## config.mk

```make
export PLATFORM = sky130hd
export DESIGN_NAME = afsi_device_flat
export DESIGN_NICKNAME = d
export VERILOG_FILES = /design/src/hw/afsi_pkg.sv /design/src/hw/afsi_if.sv /design/src/hw/afsi_device.sv /design/src/flat_wrapper.sv
export VERILOG_INCLUDE_DIRS = /design/src /design/src/hw
export SDC_FILE = /design/constraint.sdc
export NUM_CORES = 1
export LEC_CHECK = 0
export ABC_CLOCK_PERIOD_IN_PS = 4100
export BUFFER_PORTS_ARGS = -buffer_cell sky130_fd_sc_hd__clkbuf_2
export CORE_MARGIN = 5
export CORE_UTILIZATION = 40
export CTS_CLUSTER_SIZE = 30
export DETAILED_ROUTE_END_ITERATION = 8
export PLACE_DENSITY_LB_ADDON = 0.3
export SYNTH_ARGS = -nofsm -noshare
export SYNTH_HDL_FRONTEND = slang
export SYNTH_SLANG_ARGS = --single-unit
export TNS_END_PERCENT = 1
```

## constraint.sdc

```tcl
create_clock -name clk_in -period 4.1 [get_ports clk_in]
set_clock_uncertainty 0.15 [all_clocks]
set_input_delay 0.41 -clock clk_in [delete_from_list [all_inputs] [get_ports clk_in]]
set_output_delay 0.41 -clock clk_in [all_outputs]
set_load 0.005 [all_outputs]
```

## src/hw/afsi_defines.svh

```systemverilog
`ifndef AFSI_DEFINES_SVH
`define AFSI_DEFINES_SVH
// Operation
// - Local command frame id zero suppresses response
// - Transmit status after each send unless id zero
// - Failed delivery cause coded in transmit status
// - Receive frame type 0x80 or 0xB0 by mode
// - No remote response when remote never received
// - Host skips frames with unknown type codes
// - Length MSB first counts bytes before checksum
// - Checksum is 0xFF minus byte sum
// - Transmit request type, id, options, payload offsets
// - Destination eight bytes, address low four bytes
// - Options bit 0x01 disables ack, others zero
// - Host payload at most 1398 bytes
// - Local command frame type is 0x08
// - Device applies parameter changes after command
// - Command name two ASCII bytes offsets 5,6
// - Parameter bytes mean write, none means read
// - Bytes before start delimiter are dropped
// - Frame accepted when byte sum equals 0xFF
// - Bad frame answered with status frame
// - Multi-byte values sent most significant first
`define AFSI_DELIM          8'h7e
`define AFSI_SUM_OK         8'hff
`define AFSI_T_TX64         8'h00
`define AFSI_T_ATCMD        8'h08
`define AFSI_T_REMOTE       8'h07
`define AFSI_T_RX64         8'h80
`define AFSI_T_RXIP         8'hb0
`define AFSI_T_ATRESP       8'h88
`define AFSI_T_TXSTAT       8'h89
`define AFSI_T_REMRESP      8'h87
`define AFSI_T_MODSTAT      8'h8a
`define AFSI_OFF_TYPE       16'h0003
`define AFSI_OFF_ID         16'h0004
`define AFSI_OFF_DST        16'h0005
`define AFSI_OFF_OPT        16'h000d
`define AFSI_OFF_PAY        16'h000e
`define AFSI_OFF_CMD_HI     16'h0005
`define AFSI_OFF_CMD_LO     16'h0006
`define AFSI_OFF_PARAM      16'h0007
`define AFSI_OPT_NOACK      8'h01
`define AFSI_MAX_PAY        16'h0576
`define AFSI_TX64_HDR       16'h000b
`define AFSI_AT_HDR         16'h0004
`define AFSI_MST_BADSUM     8'h01
`define AFSI_MST_BADLEN     8'h02
`define AFSI_ST_OK          8'h00
`define AFSI_ST_BADOPT      8'h21
`define AFSI_ST_OVER        8'h74
`define AFSI_ST_CMD_OK      8'h00
`define AFSI_ST_CMD_ERR     8'h01
`define AFSI_LEN_ONE        16'h0001
`define AFSI_BYTE_ZERO      8'h00
`define AFSI_BYTE_ONE       8'h01
`define AFSI_RSP_LEN        8'h03
`define AFSI_RSP_LEN_DAT    8'h04
`define AFSI_RXF_LEN        8'h02
`endif

```

## src/hw/afsi_pkg.sv

```systemverilog
`default_nettype none
package afsi_pkg;
	typedef logic [7:0]  afsi_byte_t;
	typedef logic [15:0] afsi_len_t;
	typedef enum logic [2:0] {
		AFSI_IDLE = 3'b000,
		AFSI_LENH = 3'b001,
		AFSI_LENL = 3'b011,
		AFSI_BODY = 3'b010,
		AFSI_SUM  = 3'b110,
		AFSI_DONE = 3'b100
	} afsi_rx_e;
endpackage
`default_nettype wire

```

## src/hw/afsi_if.sv

```systemverilog
`timescale 1ns/1ps
`default_nettype none
interface afsi_if;
	logic [7:0] h2d_data;
	logic       h2d_valid;
	logic       h2d_ready;
	logic [7:0] d2h_data;
	logic       d2h_valid;
	logic       d2h_ready;
	modport device_mp (
		input  h2d_data, h2d_valid, d2h_ready,
		output h2d_ready, d2h_data, d2h_valid
	);
	modport host_mp (
		output h2d_data, h2d_valid, d2h_ready,
		input  h2d_ready, d2h_data, d2h_valid
	);
endinterface
`default_nettype wire

```

## src/hw/afsi_device.sv

```systemverilog
// The valid/ready byte link and the side-band network and parameter ports are this design's own decisions.
`timescale 1ns/1ps
`default_nettype none
`include "afsi_defines.svh"
module afsi_device (
	input  wire logic       clk_in,
	input  wire logic       rst_n_in,
	afsi_if.device_mp       link,
	input  wire logic       mode_rxip_in,
	input  wire logic       net_rx_valid_in,
	input  wire logic [7:0] net_rx_byte_in,
	input  wire logic       net_rx_last_in,
	input  wire logic [31:0] net_rx_addr_in,
	output logic            net_rx_ready_out,
	input  wire logic       tx_done_in,
	input  wire logic [7:0] tx_cause_in,
	output logic            tx_start_out,
	output logic [31:0]     tx_addr_out,
	output logic            tx_noack_out,
	output logic            tx_byte_valid_out,
	output logic [7:0]      tx_byte_out,
	input  wire logic       rem_resp_in,
	input  wire logic [7:0] rem_status_in,
	output logic            par_wr_out,
	output logic [15:0]     par_name_out,
	output logic [7:0]      par_data_out,
	output logic            par_apply_out,
	input  wire logic [7:0] par_rd_data_in
);
	// --------------------------------------------------------------
	// Receive parser
	// --------------------------------------------------------------
	afsi_pkg::afsi_rx_e st_ff, nxt_st;
	logic [15:0] len_ff, idx_ff;
	logic [7:0]  sum_ff, type_ff, id_ff, opt_ff, txid_ff;
	logic [31:0] addr_ff;
	logic [15:0] name_ff;
	logic        par_seen_ff;
	logic        txp_ff;
	wire  logic  rx_take = link.h2d_valid && link.h2d_ready;
	wire  logic [7:0] b = link.h2d_data;
	wire  logic [7:0] sum_nx = sum_ff + b;
	wire  logic  in_tx64 = type_ff == `AFSI_T_TX64;
	wire  logic  in_at   = type_ff == `AFSI_T_ATCMD;
	wire  logic  last_body = idx_ff == len_ff + `AFSI_OFF_TYPE - `AFSI_LEN_ONE;
	wire  logic  busy;
	logic        rsp_req_ff;
	assign link.h2d_ready = !busy;

	always_comb begin
		nxt_st = st_ff;
		unique case (st_ff)
			afsi_pkg::AFSI_IDLE: if (rx_take && b == `AFSI_DELIM) nxt_st = afsi_pkg::AFSI_LENH;
			afsi_pkg::AFSI_LENH: if (rx_take) nxt_st = afsi_pkg::AFSI_LENL;
			afsi_pkg::AFSI_LENL: if (rx_take) nxt_st = afsi_pkg::AFSI_BODY;
			afsi_pkg::AFSI_BODY: if (rx_take && last_body) nxt_st = afsi_pkg::AFSI_SUM;
			afsi_pkg::AFSI_SUM:  if (rx_take) nxt_st = afsi_pkg::AFSI_DONE;
			afsi_pkg::AFSI_DONE: nxt_st = afsi_pkg::AFSI_IDLE;
			default:             nxt_st = afsi_pkg::AFSI_IDLE;
		endcase
	end

	wire logic pay_byte = st_ff == afsi_pkg::AFSI_BODY && rx_take && in_tx64 &&
		idx_ff >= `AFSI_OFF_PAY;
	wire logic sum_good = sum_ff == `AFSI_SUM_OK;
	wire logic len_bad  = in_tx64 ? (len_ff < `AFSI_TX64_HDR ||
		len_ff - `AFSI_TX64_HDR > `AFSI_MAX_PAY) :
		in_at ? (len_ff < `AFSI_AT_HDR) : 1'b0;

	always_ff @(posedge clk_in or negedge rst_n_in) begin
		if (!rst_n_in) begin
			st_ff <= afsi_pkg::AFSI_IDLE;
			len_ff <= 16'h0000;
			idx_ff <= 16'h0000;
			sum_ff <= 8'h00;
			type_ff <= 8'h00;
			id_ff <= 8'h00;
			opt_ff <= 8'h00;
			addr_ff <= 32'h0000_0000;
			name_ff <= 16'h0000;
			par_seen_ff <= 1'b0;
		end else begin
			st_ff <= nxt_st;
			if (rx_take) begin
				unique case (st_ff)
					afsi_pkg::AFSI_LENH: len_ff[15:8] <= b;
					afsi_pkg::AFSI_LENL: begin
						len_ff[7:0] <= b;
						idx_ff <= `AFSI_OFF_TYPE;
						sum_ff <= 8'h00;
						par_seen_ff <= 1'b0;
					end
					afsi_pkg::AFSI_BODY: begin
						sum_ff <= sum_nx;
						idx_ff <= idx_ff + `AFSI_LEN_ONE;
						if (idx_ff == `AFSI_OFF_TYPE) type_ff <= b;
						if (idx_ff == `AFSI_OFF_ID) id_ff <= b;
						if (in_tx64 && idx_ff >= `AFSI_OFF_DST && idx_ff < `AFSI_OFF_OPT)
							addr_ff <= {addr_ff[23:0], b};
						if (in_tx64 && idx_ff == `AFSI_OFF_OPT) opt_ff <= b;
						if (in_at && idx_ff == `AFSI_OFF_CMD_HI) name_ff[15:8] <= b;
						if (in_at && idx_ff == `AFSI_OFF_CMD_LO) name_ff[7:0] <= b;
						if (in_at && idx_ff >= `AFSI_OFF_PARAM) par_seen_ff <= 1'b1;
					end
					afsi_pkg::AFSI_SUM: sum_ff <= sum_nx;
					default: ;
				endcase
			end
		end
	end

	// --------------------------------------------------------------
	// Network side and parameter outputs
	// --------------------------------------------------------------
	wire logic done = st_ff == afsi_pkg::AFSI_DONE;
	wire logic ok   = done && sum_good && !len_bad;
	always_ff @(posedge clk_in or negedge rst_n_in) begin
		if (!rst_n_in) begin
			tx_start_out <= 1'b0;
			tx_addr_out <= 32'h0000_0000;
			tx_noack_out <= 1'b0;
			tx_byte_valid_out <= 1'b0;
			tx_byte_out <= 8'h00;
			par_wr_out <= 1'b0;
			par_name_out <= 16'h0000;
			par_data_out <= 8'h00;
			par_apply_out <= 1'b0;
			txid_ff <= 8'h00;
			txp_ff <= 1'b0;
		end else begin
			tx_byte_valid_out <= pay_byte;
			tx_byte_out <= b;
			tx_start_out <= ok && in_tx64 && opt_ff[7:1] == 7'h00;
			tx_addr_out <= addr_ff;
			tx_noack_out <= opt_ff[0];
			if (ok && in_tx64) begin
				txid_ff <= id_ff;
				txp_ff <= opt_ff[7:1] == 7'h00;
			end else if (tx_done_in) txp_ff <= 1'b0;
			if (st_ff == afsi_pkg::AFSI_BODY && rx_take && in_at &&
				idx_ff == `AFSI_OFF_PARAM) par_data_out <= b;
			par_name_out <= name_ff;
			par_wr_out <= ok && in_at && par_seen_ff;
			par_apply_out <= ok && in_at;
		end
	end

	// --------------------------------------------------------------
	// Response builder: type, id, status, data, checksum
	// --------------------------------------------------------------
	logic [7:0] r_type_ff, r_id_ff, r_st_ff, r_dat_ff, r_sum_ff;
	logic [2:0]  r_ph_ff;
	logic        r_dat_en_ff;
	logic [7:0]  o_data_ff;
	logic        o_valid_ff;
	logic [1:0]  rx_ph_ff;
	assign busy = rsp_req_ff || done;
	assign link.d2h_data = o_data_ff;
	assign link.d2h_valid = o_valid_ff;
	wire logic o_adv = !o_valid_ff || link.d2h_ready;
	wire logic at_rsp = ok && in_at && id_ff != `AFSI_BYTE_ZERO;
	wire logic bad_rsp = done && !(sum_good && !len_bad);
	wire logic tx_rsp = tx_done_in && txp_ff && txid_ff != `AFSI_BYTE_ZERO;
	wire logic rem_rsp = rem_resp_in;
	wire logic bad_opt = ok && in_tx64 && opt_ff[7:1] != 7'h00 &&
		id_ff != `AFSI_BYTE_ZERO;
	wire logic [7:0] rx_type = mode_rxip_in ? `AFSI_T_RXIP : `AFSI_T_RX64;

	always_ff @(posedge clk_in or negedge rst_n_in) begin
		if (!rst_n_in) begin
			rsp_req_ff <= 1'b0;
			r_type_ff <= 8'h00;
			r_id_ff <= 8'h00;
			r_st_ff <= 8'h00;
			r_dat_ff <= 8'h00;
			r_sum_ff <= 8'h00;
			r_ph_ff <= 3'h0;
			r_dat_en_ff <= 1'b0;
			o_data_ff <= 8'h00;
			o_valid_ff <= 1'b0;
			net_rx_ready_out <= 1'b0;
			rx_ph_ff <= 2'h0;
		end else begin
			net_rx_ready_out <= 1'b0;
			if (!rsp_req_ff && (at_rsp || bad_rsp || tx_rsp || rem_rsp || bad_opt)) begin
				// Drop a previous checksum or received-data frame header byte once taken
				if (o_valid_ff && link.d2h_ready)
					o_valid_ff <= 1'b0;
				rsp_req_ff <= 1'b1;
				r_ph_ff <= 3'h0;
				r_dat_en_ff <= at_rsp && !par_seen_ff;
				r_dat_ff <= par_rd_data_in;
				r_type_ff <= at_rsp ? `AFSI_T_ATRESP : bad_rsp ? `AFSI_T_MODSTAT :
					rem_rsp ? `AFSI_T_REMRESP : `AFSI_T_TXSTAT;
				r_id_ff <= tx_rsp ? txid_ff : id_ff;
				r_st_ff <= bad_rsp ? (sum_good ? `AFSI_MST_BADLEN : `AFSI_MST_BADSUM) :
					tx_rsp ? tx_cause_in : rem_rsp ? rem_status_in :
					bad_opt ? `AFSI_ST_BADOPT : `AFSI_ST_CMD_OK;
			end else if (rsp_req_ff && o_adv) begin
				o_valid_ff <= 1'b1;
				r_ph_ff <= r_ph_ff + 3'h1;
				unique case (r_ph_ff)
					3'h0: o_data_ff <= `AFSI_DELIM;
					3'h1: o_data_ff <= `AFSI_BYTE_ZERO;
					3'h2: o_data_ff <= r_dat_en_ff ? `AFSI_RSP_LEN_DAT : `AFSI_RSP_LEN;
					3'h3: begin o_data_ff <= r_type_ff; r_sum_ff <= r_type_ff; end
					3'h4: begin o_data_ff <= r_id_ff; r_sum_ff <= r_sum_ff + r_id_ff; end
					3'h5: begin o_data_ff <= r_st_ff; r_sum_ff <= r_sum_ff + r_st_ff; end
					3'h6: if (r_dat_en_ff) begin
						o_data_ff <= r_dat_ff;
						r_sum_ff <= r_sum_ff + r_dat_ff;
						r_dat_en_ff <= 1'b0;
						r_ph_ff <= 3'h6;
					end else begin
						o_data_ff <= `AFSI_SUM_OK - r_sum_ff;
						rsp_req_ff <= 1'b0;
					end
					3'h7: begin
						// Data byte of a received-data frame
						o_data_ff <= r_dat_ff;
						r_dat_en_ff <= 1'b0;
						r_ph_ff <= 3'h6;
					end
				endcase
			end else if (!rsp_req_ff && o_adv && net_rx_valid_in && !net_rx_ready_out) begin
				// Short received-data frame: type, byte, checksum
				o_valid_ff <= 1'b1;
				rx_ph_ff <= rx_ph_ff + 2'h1;
				unique case (rx_ph_ff)
					2'h0: o_data_ff <= `AFSI_DELIM;
					2'h1: o_data_ff <= `AFSI_BYTE_ZERO;
					2'h2: o_data_ff <= `AFSI_RXF_LEN;
					2'h3: begin
						o_data_ff <= rx_type;
						r_sum_ff <= rx_type + net_rx_byte_in;
						r_dat_ff <= net_rx_byte_in;
						rsp_req_ff <= 1'b1;
						r_ph_ff <= 3'h7;
						net_rx_ready_out <= 1'b1;
					end
				endcase
			end else if (o_valid_ff && link.d2h_ready) begin
				o_valid_ff <= 1'b0;
			end
		end
	end
endmodule
`default_nettype wire

```

## src/flat_wrapper.sv

```systemverilog
// flat-port wrapper written by rule: the top's interface ports become plain ports
module afsi_device_flat 
  (clk_in, rst_n_in, mode_rxip_in, net_rx_valid_in, net_rx_byte_in, net_rx_last_in, net_rx_addr_in, net_rx_ready_out, tx_done_in, tx_cause_in, tx_start_out, tx_addr_out, tx_noack_out, tx_byte_valid_out, tx_byte_out, rem_resp_in, rem_status_in, par_wr_out, par_name_out, par_data_out, par_apply_out, par_rd_data_in, link_h2d_data, link_h2d_valid, link_d2h_ready, link_h2d_ready, link_d2h_data, link_d2h_valid);
  afsi_if link_i ();
  input  wire logic clk_in;
  input  wire logic rst_n_in;
  input  wire logic mode_rxip_in;
  input  wire logic net_rx_valid_in;
  input  wire logic [7:0] net_rx_byte_in;
  input  wire logic net_rx_last_in;
  input  wire logic [31:0] net_rx_addr_in;
  output logic net_rx_ready_out;
  input  wire logic tx_done_in;
  input  wire logic [7:0] tx_cause_in;
  output logic tx_start_out;
  output logic [31:0] tx_addr_out;
  output logic tx_noack_out;
  output logic tx_byte_valid_out;
  output logic [7:0] tx_byte_out;
  input  wire logic rem_resp_in;
  input  wire logic [7:0] rem_status_in;
  output logic par_wr_out;
  output logic [15:0] par_name_out;
  output logic [7:0] par_data_out;
  output logic par_apply_out;
  input  wire logic [7:0] par_rd_data_in;
  input wire logic [$bits(link_i.h2d_data)-1:0] link_h2d_data;
  input wire logic [$bits(link_i.h2d_valid)-1:0] link_h2d_valid;
  input wire logic [$bits(link_i.d2h_ready)-1:0] link_d2h_ready;
  output wire logic [$bits(link_i.h2d_ready)-1:0] link_h2d_ready;
  output wire logic [$bits(link_i.d2h_data)-1:0] link_d2h_data;
  output wire logic [$bits(link_i.d2h_valid)-1:0] link_d2h_valid;
  assign link_i.h2d_data = link_h2d_data;
  assign link_i.h2d_valid = link_h2d_valid;
  assign link_i.d2h_ready = link_d2h_ready;
  assign link_h2d_ready = link_i.h2d_ready;
  assign link_d2h_data = link_i.d2h_data;
  assign link_d2h_valid = link_i.d2h_valid;
  afsi_device u_core (.clk_in(clk_in), .rst_n_in(rst_n_in), .link(link_i), .mode_rxip_in(mode_rxip_in), .net_rx_valid_in(net_rx_valid_in), .net_rx_byte_in(net_rx_byte_in), .net_rx_last_in(net_rx_last_in), .net_rx_addr_in(net_rx_addr_in), .net_rx_ready_out(net_rx_ready_out), .tx_done_in(tx_done_in), .tx_cause_in(tx_cause_in), .tx_start_out(tx_start_out), .tx_addr_out(tx_addr_out), .tx_noack_out(tx_noack_out), .tx_byte_valid_out(tx_byte_valid_out), .tx_byte_out(tx_byte_out), .rem_resp_in(rem_resp_in), .rem_status_in(rem_status_in), .par_wr_out(par_wr_out), .par_name_out(par_name_out), .par_data_out(par_data_out), .par_apply_out(par_apply_out), .par_rd_data_in(par_rd_data_in));
endmodule
```

**Word-level counts from Yosys, hierarchy flattened**

Cells that the tools add are included.

- Flip-flop bits (word level): 251
- Output and inout bits: 80
- Word-level logic and storage cells: 242

- Add/subtract/negate cells: 12
- Magnitude comparators: 7
- Equal/unequal tests: 36
- Multiplexer cells: 62
- Bitwise logic cells: 2
- Reductions and logical operators: 88

Operator list:

| cell | number |
|---|---|
| $mux 8 | 17 |
| $eq 16x3->1 const B | 4 |
| $pmux 8 s4 | 2 |
| $pmux 8 s8 | 1 |
| $add 8x8->8 | 5 |
| $logic_and 1x1->1 | 34 |
| $mux 3 | 11 |
| $ge 16x3->1 const B | 2 |
| $lt 16x4->1 const B | 2 |
| $pmux 16 s2 | 1 |
| $reduce_and 3->1 | 9 |
| $mux 1 | 22 |
| $eq 3x3->1 const B | 6 |
| $reduce_bool 2->1 | 9 |
| $add 16x1->16 const B | 1 |
| $add 16x2->16 const B | 1 |
| $eq 16x16->1 | 1 |
| $eq 16x2->1 const B | 1 |
| $eq 16x4->1 const B | 1 |
| $ge 16x4->1 const B | 1 |
| $gt 16x11->1 const B | 1 |
| $lt 16x3->1 const B | 1 |
| $pmux 8 s2 | 1 |
| $reduce_bool 8->1 | 2 |
| other kinds (36) | 71 |

**Logic depth before layout (Yosys ltp)**

- Depth after elaboration: 15
- Gate-level depth with buffers: 15

**Least setup slack after synthesis**

No wires, ideal clock.

- Path kind: reg2reg
- From: register u_core.len_ff[2]
- To: register u_core.r_id_ff[0]
- Arrival: 3322 ps
- Required time: 3825 ps
- Slack: 503 ps
- Stages on the path, launching flop included: 13
- Buffers on the path: 2
- Path through: dfrtp_1 clkbuf_1 inv_1 ha_1 a21o_1 a2111oi_4 xnor2_1 a211o_1 a2111o_1 o21a_2 a21oi_4 buf_4 mux2_2

- Cells in the longest elaborated chain, start to end: 13
- Elaborated cells between the ends (all ways): 22
- Those cells by class: add/sub (1); order compare (3); mux (2); reduce/logical (16)

Ends and longest elaborated chain:

| item | RTL line | text |
|---|---|---|
| start, declared | afsi_device.sv:34 | `logic [15:0] len_ff, idx_ff;` |
| start signal, assigned | afsi_device.sv:73 | `len_ff <= 16'h0000;` |
| start signal, assigned | afsi_device.sv:88 | `len_ff[7:0] <= b;` |
| $sub 16x4->16 (no line) | n/a |  |
| $gt 16x11->1 (no line) | n/a |  |
| $logic_or 1x1->1 (no line) | n/a |  |
| $mux 1 (*) | afsi_device.sv:66 | `` wire logic len_bad = in_tx64 ? (len_ff < `AFSI_TX64_HDR \|\| `` |
| $logic_not 1->1 (*) | afsi_device.sv:116, afsi_device.sv:162 |  |
| $logic_and 1x1->1 (on tied branches) | afsi_device.sv:116, afsi_device.sv:162 |  |
| $logic_and 1x1->1 or $logic_not 1->1 (tied branches) | afsi_device.sv:161, afsi_device.sv:162 |  |
| $logic_and 1x1->1 (on tied branches) | n/a |  |
| $logic_or 1x1->1 (3 in series) | afsi_device.sv:185 | `if (!rsp_req_ff && (at_rsp \|\| bad_rsp \|\| tx_rsp \|\| rem_rsp \|\| bad_opt)) begin` |
| $logic_or 1x1->1 (*) | afsi_device.sv:185 |  |
| $logic_and 1x1->1 (*) | afsi_device.sv:185 |  |
| end signal, assigned | afsi_device.sv:195 | `r_id_ff <= tx_rsp ? txid_ff : id_ff;` |
| end, declared | afsi_device.sv:151 | `logic [7:0] r_type_ff, r_id_ff, r_st_ff, r_dat_ff, r_sum_ff;` |

Every way passes the cells marked *; elsewhere a longest branch is shown, timed or not.
A chain may end at the register's enable or synchronous reset.

**Worst setup path in the final report**

- From: register u_core.len_ff[1]
- To: register u_core.r_sum_ff[3]

- Cells in the longest elaborated chain, start to end: 15
- Elaborated cells between the ends (all ways): 24
- Those cells by class: add/sub (1); order compare (3); mux (2); bitwise (1); reduce/logical (17)

Ends and longest elaborated chain:

| item | RTL line | text |
|---|---|---|
| $sub 16x4->16 (no line) | n/a |  |
| $gt 16x11->1 (no line) | n/a |  |
| $logic_or 1x1->1 (no line) | n/a |  |
| $mux 1 (*) | afsi_device.sv:66 |  |
| $logic_not 1->1 (*) | afsi_device.sv:116, afsi_device.sv:162 |  |
| $logic_and 1x1->1 (on tied branches) | afsi_device.sv:116, afsi_device.sv:162 |  |
| $logic_and 1x1->1 or $logic_not 1->1 (tied branches) | afsi_device.sv:161, afsi_device.sv:162 |  |
| $logic_and 1x1->1 (on tied branches) | n/a |  |
| $logic_or 1x1->1 (3 in series) | afsi_device.sv:185 |  |
| $logic_or 1x1->1 (*) | afsi_device.sv:185 |  |
| $logic_and 1x1->1 (*) | afsi_device.sv:185 |  |
| $not 1->1 (no line) (*) | n/a |  |
| $reduce_and 5->1 (no line) (*) | n/a |  |
| end signal, assigned | afsi_device.sv:206 | `3'h3: begin o_data_ff <= r_type_ff; r_sum_ff <= r_type_ff; end` |
| end signal, assigned | afsi_device.sv:207 | `3'h4: begin o_data_ff <= r_id_ff; r_sum_ff <= r_sum_ff + r_id_ff; end` |
| end signal, assigned | afsi_device.sv:208 | `3'h5: begin o_data_ff <= r_st_ff; r_sum_ff <= r_sum_ff + r_st_ff; end` |
| end, declared | afsi_device.sv:151 |  |

Marked as above.

==> run_results.csv <==
group,metric,value,unit
synth,syn-num-nets,1176,
global_routing,grt_antenna_before_repair,0,
worst_setup_path,required,4.37,ns
clock_network,clock_path_buffers,3,
worst_hold_path,hold_class,"input port to register",
synth,seq_area_frac_synth,52.2,%
clock_network,cts_tree,"yes",
finish,final_common_cell,"dfrtp_1",
clock_network,htreeDepth,1,
placed_design,port_buffers,127,
job,cap_violations,0,
global_routing,grt_pass1_wl,46500,um
timing,finalHoldViolations,0,
floorplan,die_area,0.0333,mm^2
synth,async_reset_ff_share,100,%
finish,n_antenna_cell,0,
synth,yosysWarnings,0,
power_and_ir_drop,ir_drop,0.000361,V
detailed_routing,wire_per_inst,17.9,um
worst_setup_path,cp_top_family,"compound AO/OA/AOI/OAI gates",
floorplan,start_util,40.3,%
finish,syn2layout_area_growth,17.4,%
detailed_routing,wirelength,28500,um
power_and_ir_drop,seq_power_share,39.3,%
timing,worstMarginPinSlew,1.11,ns
floorplan,core-area,0.0295,mm^2
detailed_routing,drc,0,
power_and_ir_drop,p_clk_share,30.1,%
worst_setup_path,worst_setup_path_start_kind,"register",
global_routing,grt_max_degree,111,
clock_network,clock_sinks,248,
synth,ys_ff_latch,248,
global_routing,grt_pass1_vias,8628,
timing,max-slew-margin-rel,25.8,%
worst_setup_path,path_common_cell,"a2111oi_4",
timing,rsz0062_at_grt,"no",
timing,finalSetupViolCount,0,
clock_network,clkLatencyLatePin,0.54,ns
floorplan,die_x,182,um
global_routing,grt_overflow,0,
power_and_ir_drop,cellLeakagePower,6.75,nW
detailed_routing,drt_first_pass_iters,5,
synth,synth_cells,1059,
power_and_ir_drop,p_comb_share,30.6,%
power_and_ir_drop,p_int,5.67,mW
detailed_routing,drt_iter0_markers,642,
worst_setup_path,path_cells,"ha_1 -> a21o_1 -> a2111oi_4 -> xnor2_1 -> a211o_1 -> a2111oi_4 -> nor2_2 -> o31ai_4 -> mux2_2",
timing,slew_violations,0,
global_routing,track_usage,17.0,%
synth,syn_area,0.0119,mm^2
finish,post-route-util,47.3,%
worst_setup_path,slowest_delay,0.55,ns
floorplan,die_h,182,um
worst_setup_path,cpMaxStageDelayCell,"o31ai_4",
finish,final_cell_mix,"dfrtp_1, clkbuf_2, mux2_2",
power_and_ir_drop,switching_power,2.90,mW
floorplan,fp-row-count,63,
timing,finalSetupTns,0,ns
power_and_ir_drop,switching_share,33.8,%
clock_network,cts_root_buf,"clkbuf_16",
synth,synth_edf_count,0,
detailed_routing,dr_total_vias,8572,
run_status,status,"finished clean",
synth,synth_cell_type_count,69,
clock_network,clkTransAtPathRegs,0.06,ns
worst_setup_path,critPathMaxFanout,10,
worst_setup_path,arrival,4.07,ns
worst_setup_path,path_buf_inv,0,
worst_setup_path,path_class,"register to register",
floorplan,io_pins,161,
timing,min_period,3.80,ns
detailed_routing,via_per_inst,5.38,
finish,drive_above_1_share,28.3,%
detailed_routing,ant_nets,0,
worst_setup_path,cp-end-kind,"register",
timing,fmax,0.263,GHz
placed_design,place_hpwl,19900,um
power_and_ir_drop,powerDensity,615,mW/mm^2
synth,synth_ff_type,"dfrtp_1",
finish,nets,1300,
placed_design,gp_congestion,0.903,
timing,fin_crit_sh,92.6,%
synth,synth.avg_cell_area,11.2,um^2
clock_network,cts_buffers,27,
==> per-stage QoR <==
| stage | power (mW) | cell area (um^2) | cells | setup WS, ns | hold WS (ns) |
|---|---|---|---|---|---|
| global placement | 5.92 | 13000 | 1542 | 0.396 | 0.204 |
| global route | 9.10 | 14000 | 1594 | 0.0835 | 0.0207 |
| finish | 8.57 | 14000 | 1594 | 0.304 | 0.0272 |
| CTS | 8.63 | 13900 | 1594 | 0.327 | 0.00751 |
| detailed placement | 6.01 | 13000 | 1542 | 0.358 | 0.205 |
| floorplan | 5.13 | 11900 | 1059 | 0.503 | -0.0356 |
==> cells in the mapped netlist (4+ instances only) <==
master    number  area, um^2
a21oi_1       34         170
nand2b_1       8        50.1
mux2_2       125        1410
nor2_1        48         180
o311ai_0       5        43.8
or3_1          6        37.5
xnor2_1       21         184
or2_2          6        37.5
nand4_1        9        56.3
a31oi_1       11        68.8
a21o_1         9        67.6
dfrtp_1      248        6210
and2_1         4        25.0
a22o_1         8        70.1
and4_1         4        35.0
nor3_1        12        60.1
nand2_1      100         375
nand3b_1       5        37.5
xor2_1        26         228
o31ai_1        4        30.0
inv_1         43         161
a22oi_1       16         120
ha_1          33         413
a221oi_1       4        35.0
nor2b_1       15        93.8
o211ai_1       5        37.5
o21ai_0       58         290
a211oi_1       5        37.5
buf_2          4        20.0
nand3_1       29         145
nor4_1        15        93.8
o22ai_1        6        37.5
o221ai_1      10        87.6
mux2i_1       13         130
clkbuf_1      39         146
buf_4          7        52.6
and3_1        11        68.8
o21bai_1       4        30.0
a222oi_1       4        40.0
==> cell families (layout without fill, tap and decap cells) <==
logic type / after synthesis / after routing / share of synthesized area (%)
AOI/OAI and AO/OA: 208 / 208 / 12.0
xor gates and xnor gates: 47 / 47 / 3.46
adders and majority gates: 36 / 36 / 3.98
buffers and inverters: 95 / 240 / 3.33
DFF: 248 / 248 / 52.2
muxes: 138 / 138 / 12.9
and+or+nand+nor: 287 / 287 / 12.1
==> worst paths after layout <==
check	endpoint	cells after the start	startpoint	slack (ns)
min reg2reg	u_core.tx_addr_out[30]	0	u_core.addr_ff[30]	0.22
min	u_core.r_dat_ff[0]	3	net_rx_byte_in[0]	0.03
max	u_core.r_sum_ff[3]	9	u_core.len_ff[1]	0.30
min in group asynchronous	u_core.tx_byte_out[4]	2	rst_n_in	0.32
max reg2reg	u_core.r_sum_ff[3]	9	u_core.len_ff[1]	0.30
max in group asynchronous	u_core.type_ff[1]	3	rst_n_in	2.47
==> worst register-to-register path, delay by kind of cell, from the launching register on <==
kind | cells | cell delay [ns]
XOR/XNOR | 1 | 0.11
flip-flops | 1 | 0.46
AO/OA/AOI/OAI | 5 | 2.08
adder cells (fa/ha/maj) | 1 | 0.27
AND/OR/NAND/NOR | 1 | 0.20
multiplexers | 1 | 0.40
==> layout make-up <==
class | instances | area (um^2)
clock buffer | 34 | 762
clock inverter | 16 | 203
fill | 2746 | 15500
inverter | 43 | 161
multi-input combinational | 716 | 5310
sequential | 248 | 6210
tap | 390 | 488
timing repair buffer | 147 | 826
==> per-layer routing <==
| metal | part of all wire [%] | global-route usage [%] |
|---|---|---|
| met1 | 45 | 23.4 |
| met2 | 48 | 28.0 |
| met3 | 4.6 | 2.43 |
| met4 | 2.8 | 4.98 |
| met5 | 0 | 0 |
==> registers in the layout, summed over array words and instances (netlist names), 8 cells and up <==
signal and count:
u_core.addr_ff 32, u_core.tx_addr_out 32, u_core.idx_ff 16, u_core.len_ff 16, u_core.name_ff 16, u_core.par_name_out 16
u_core.id_ff 8, u_core.link.d2h_data 8, u_core.opt_ff 8, u_core.par_data_out 8, u_core.r_dat_ff 8, u_core.r_id_ff 8
u_core.r_st_ff 8, u_core.r_sum_ff 8, u_core.sum_ff 8, u_core.tx_byte_out 8, u_core.txid_ff 8, u_core.type_ff 8
==> power groups by stage <==
| stage | sequential, mW | combinational (mW) | clock (mW) |
|---|---|---|---|
| 2_1_floorplan | 3.25 | 1.88 | 0 |
| 3_3_place_gp | 3.39 | 2.53 | 0 |
| 3_5_place_dp | 3.41 | 2.60 | 0 |
| 4_1_cts | 3.37 | 2.62 | 2.65 |
| 5_1_grt | 3.43 | 2.93 | 2.74 |
| 6_report | 3.37 | 2.63 | 2.58 |
==> what timing repair did <==
item | in CTS | in global routing
resized for setup | 0 | 1
hold buffers | 2 | 0
hold endpoints to repair | 108 | 0
endpoints found under the setup margin | 0 | 1
setup buffers | 0 | 0
No activity file was read; power rests on OpenSTA's default activity.
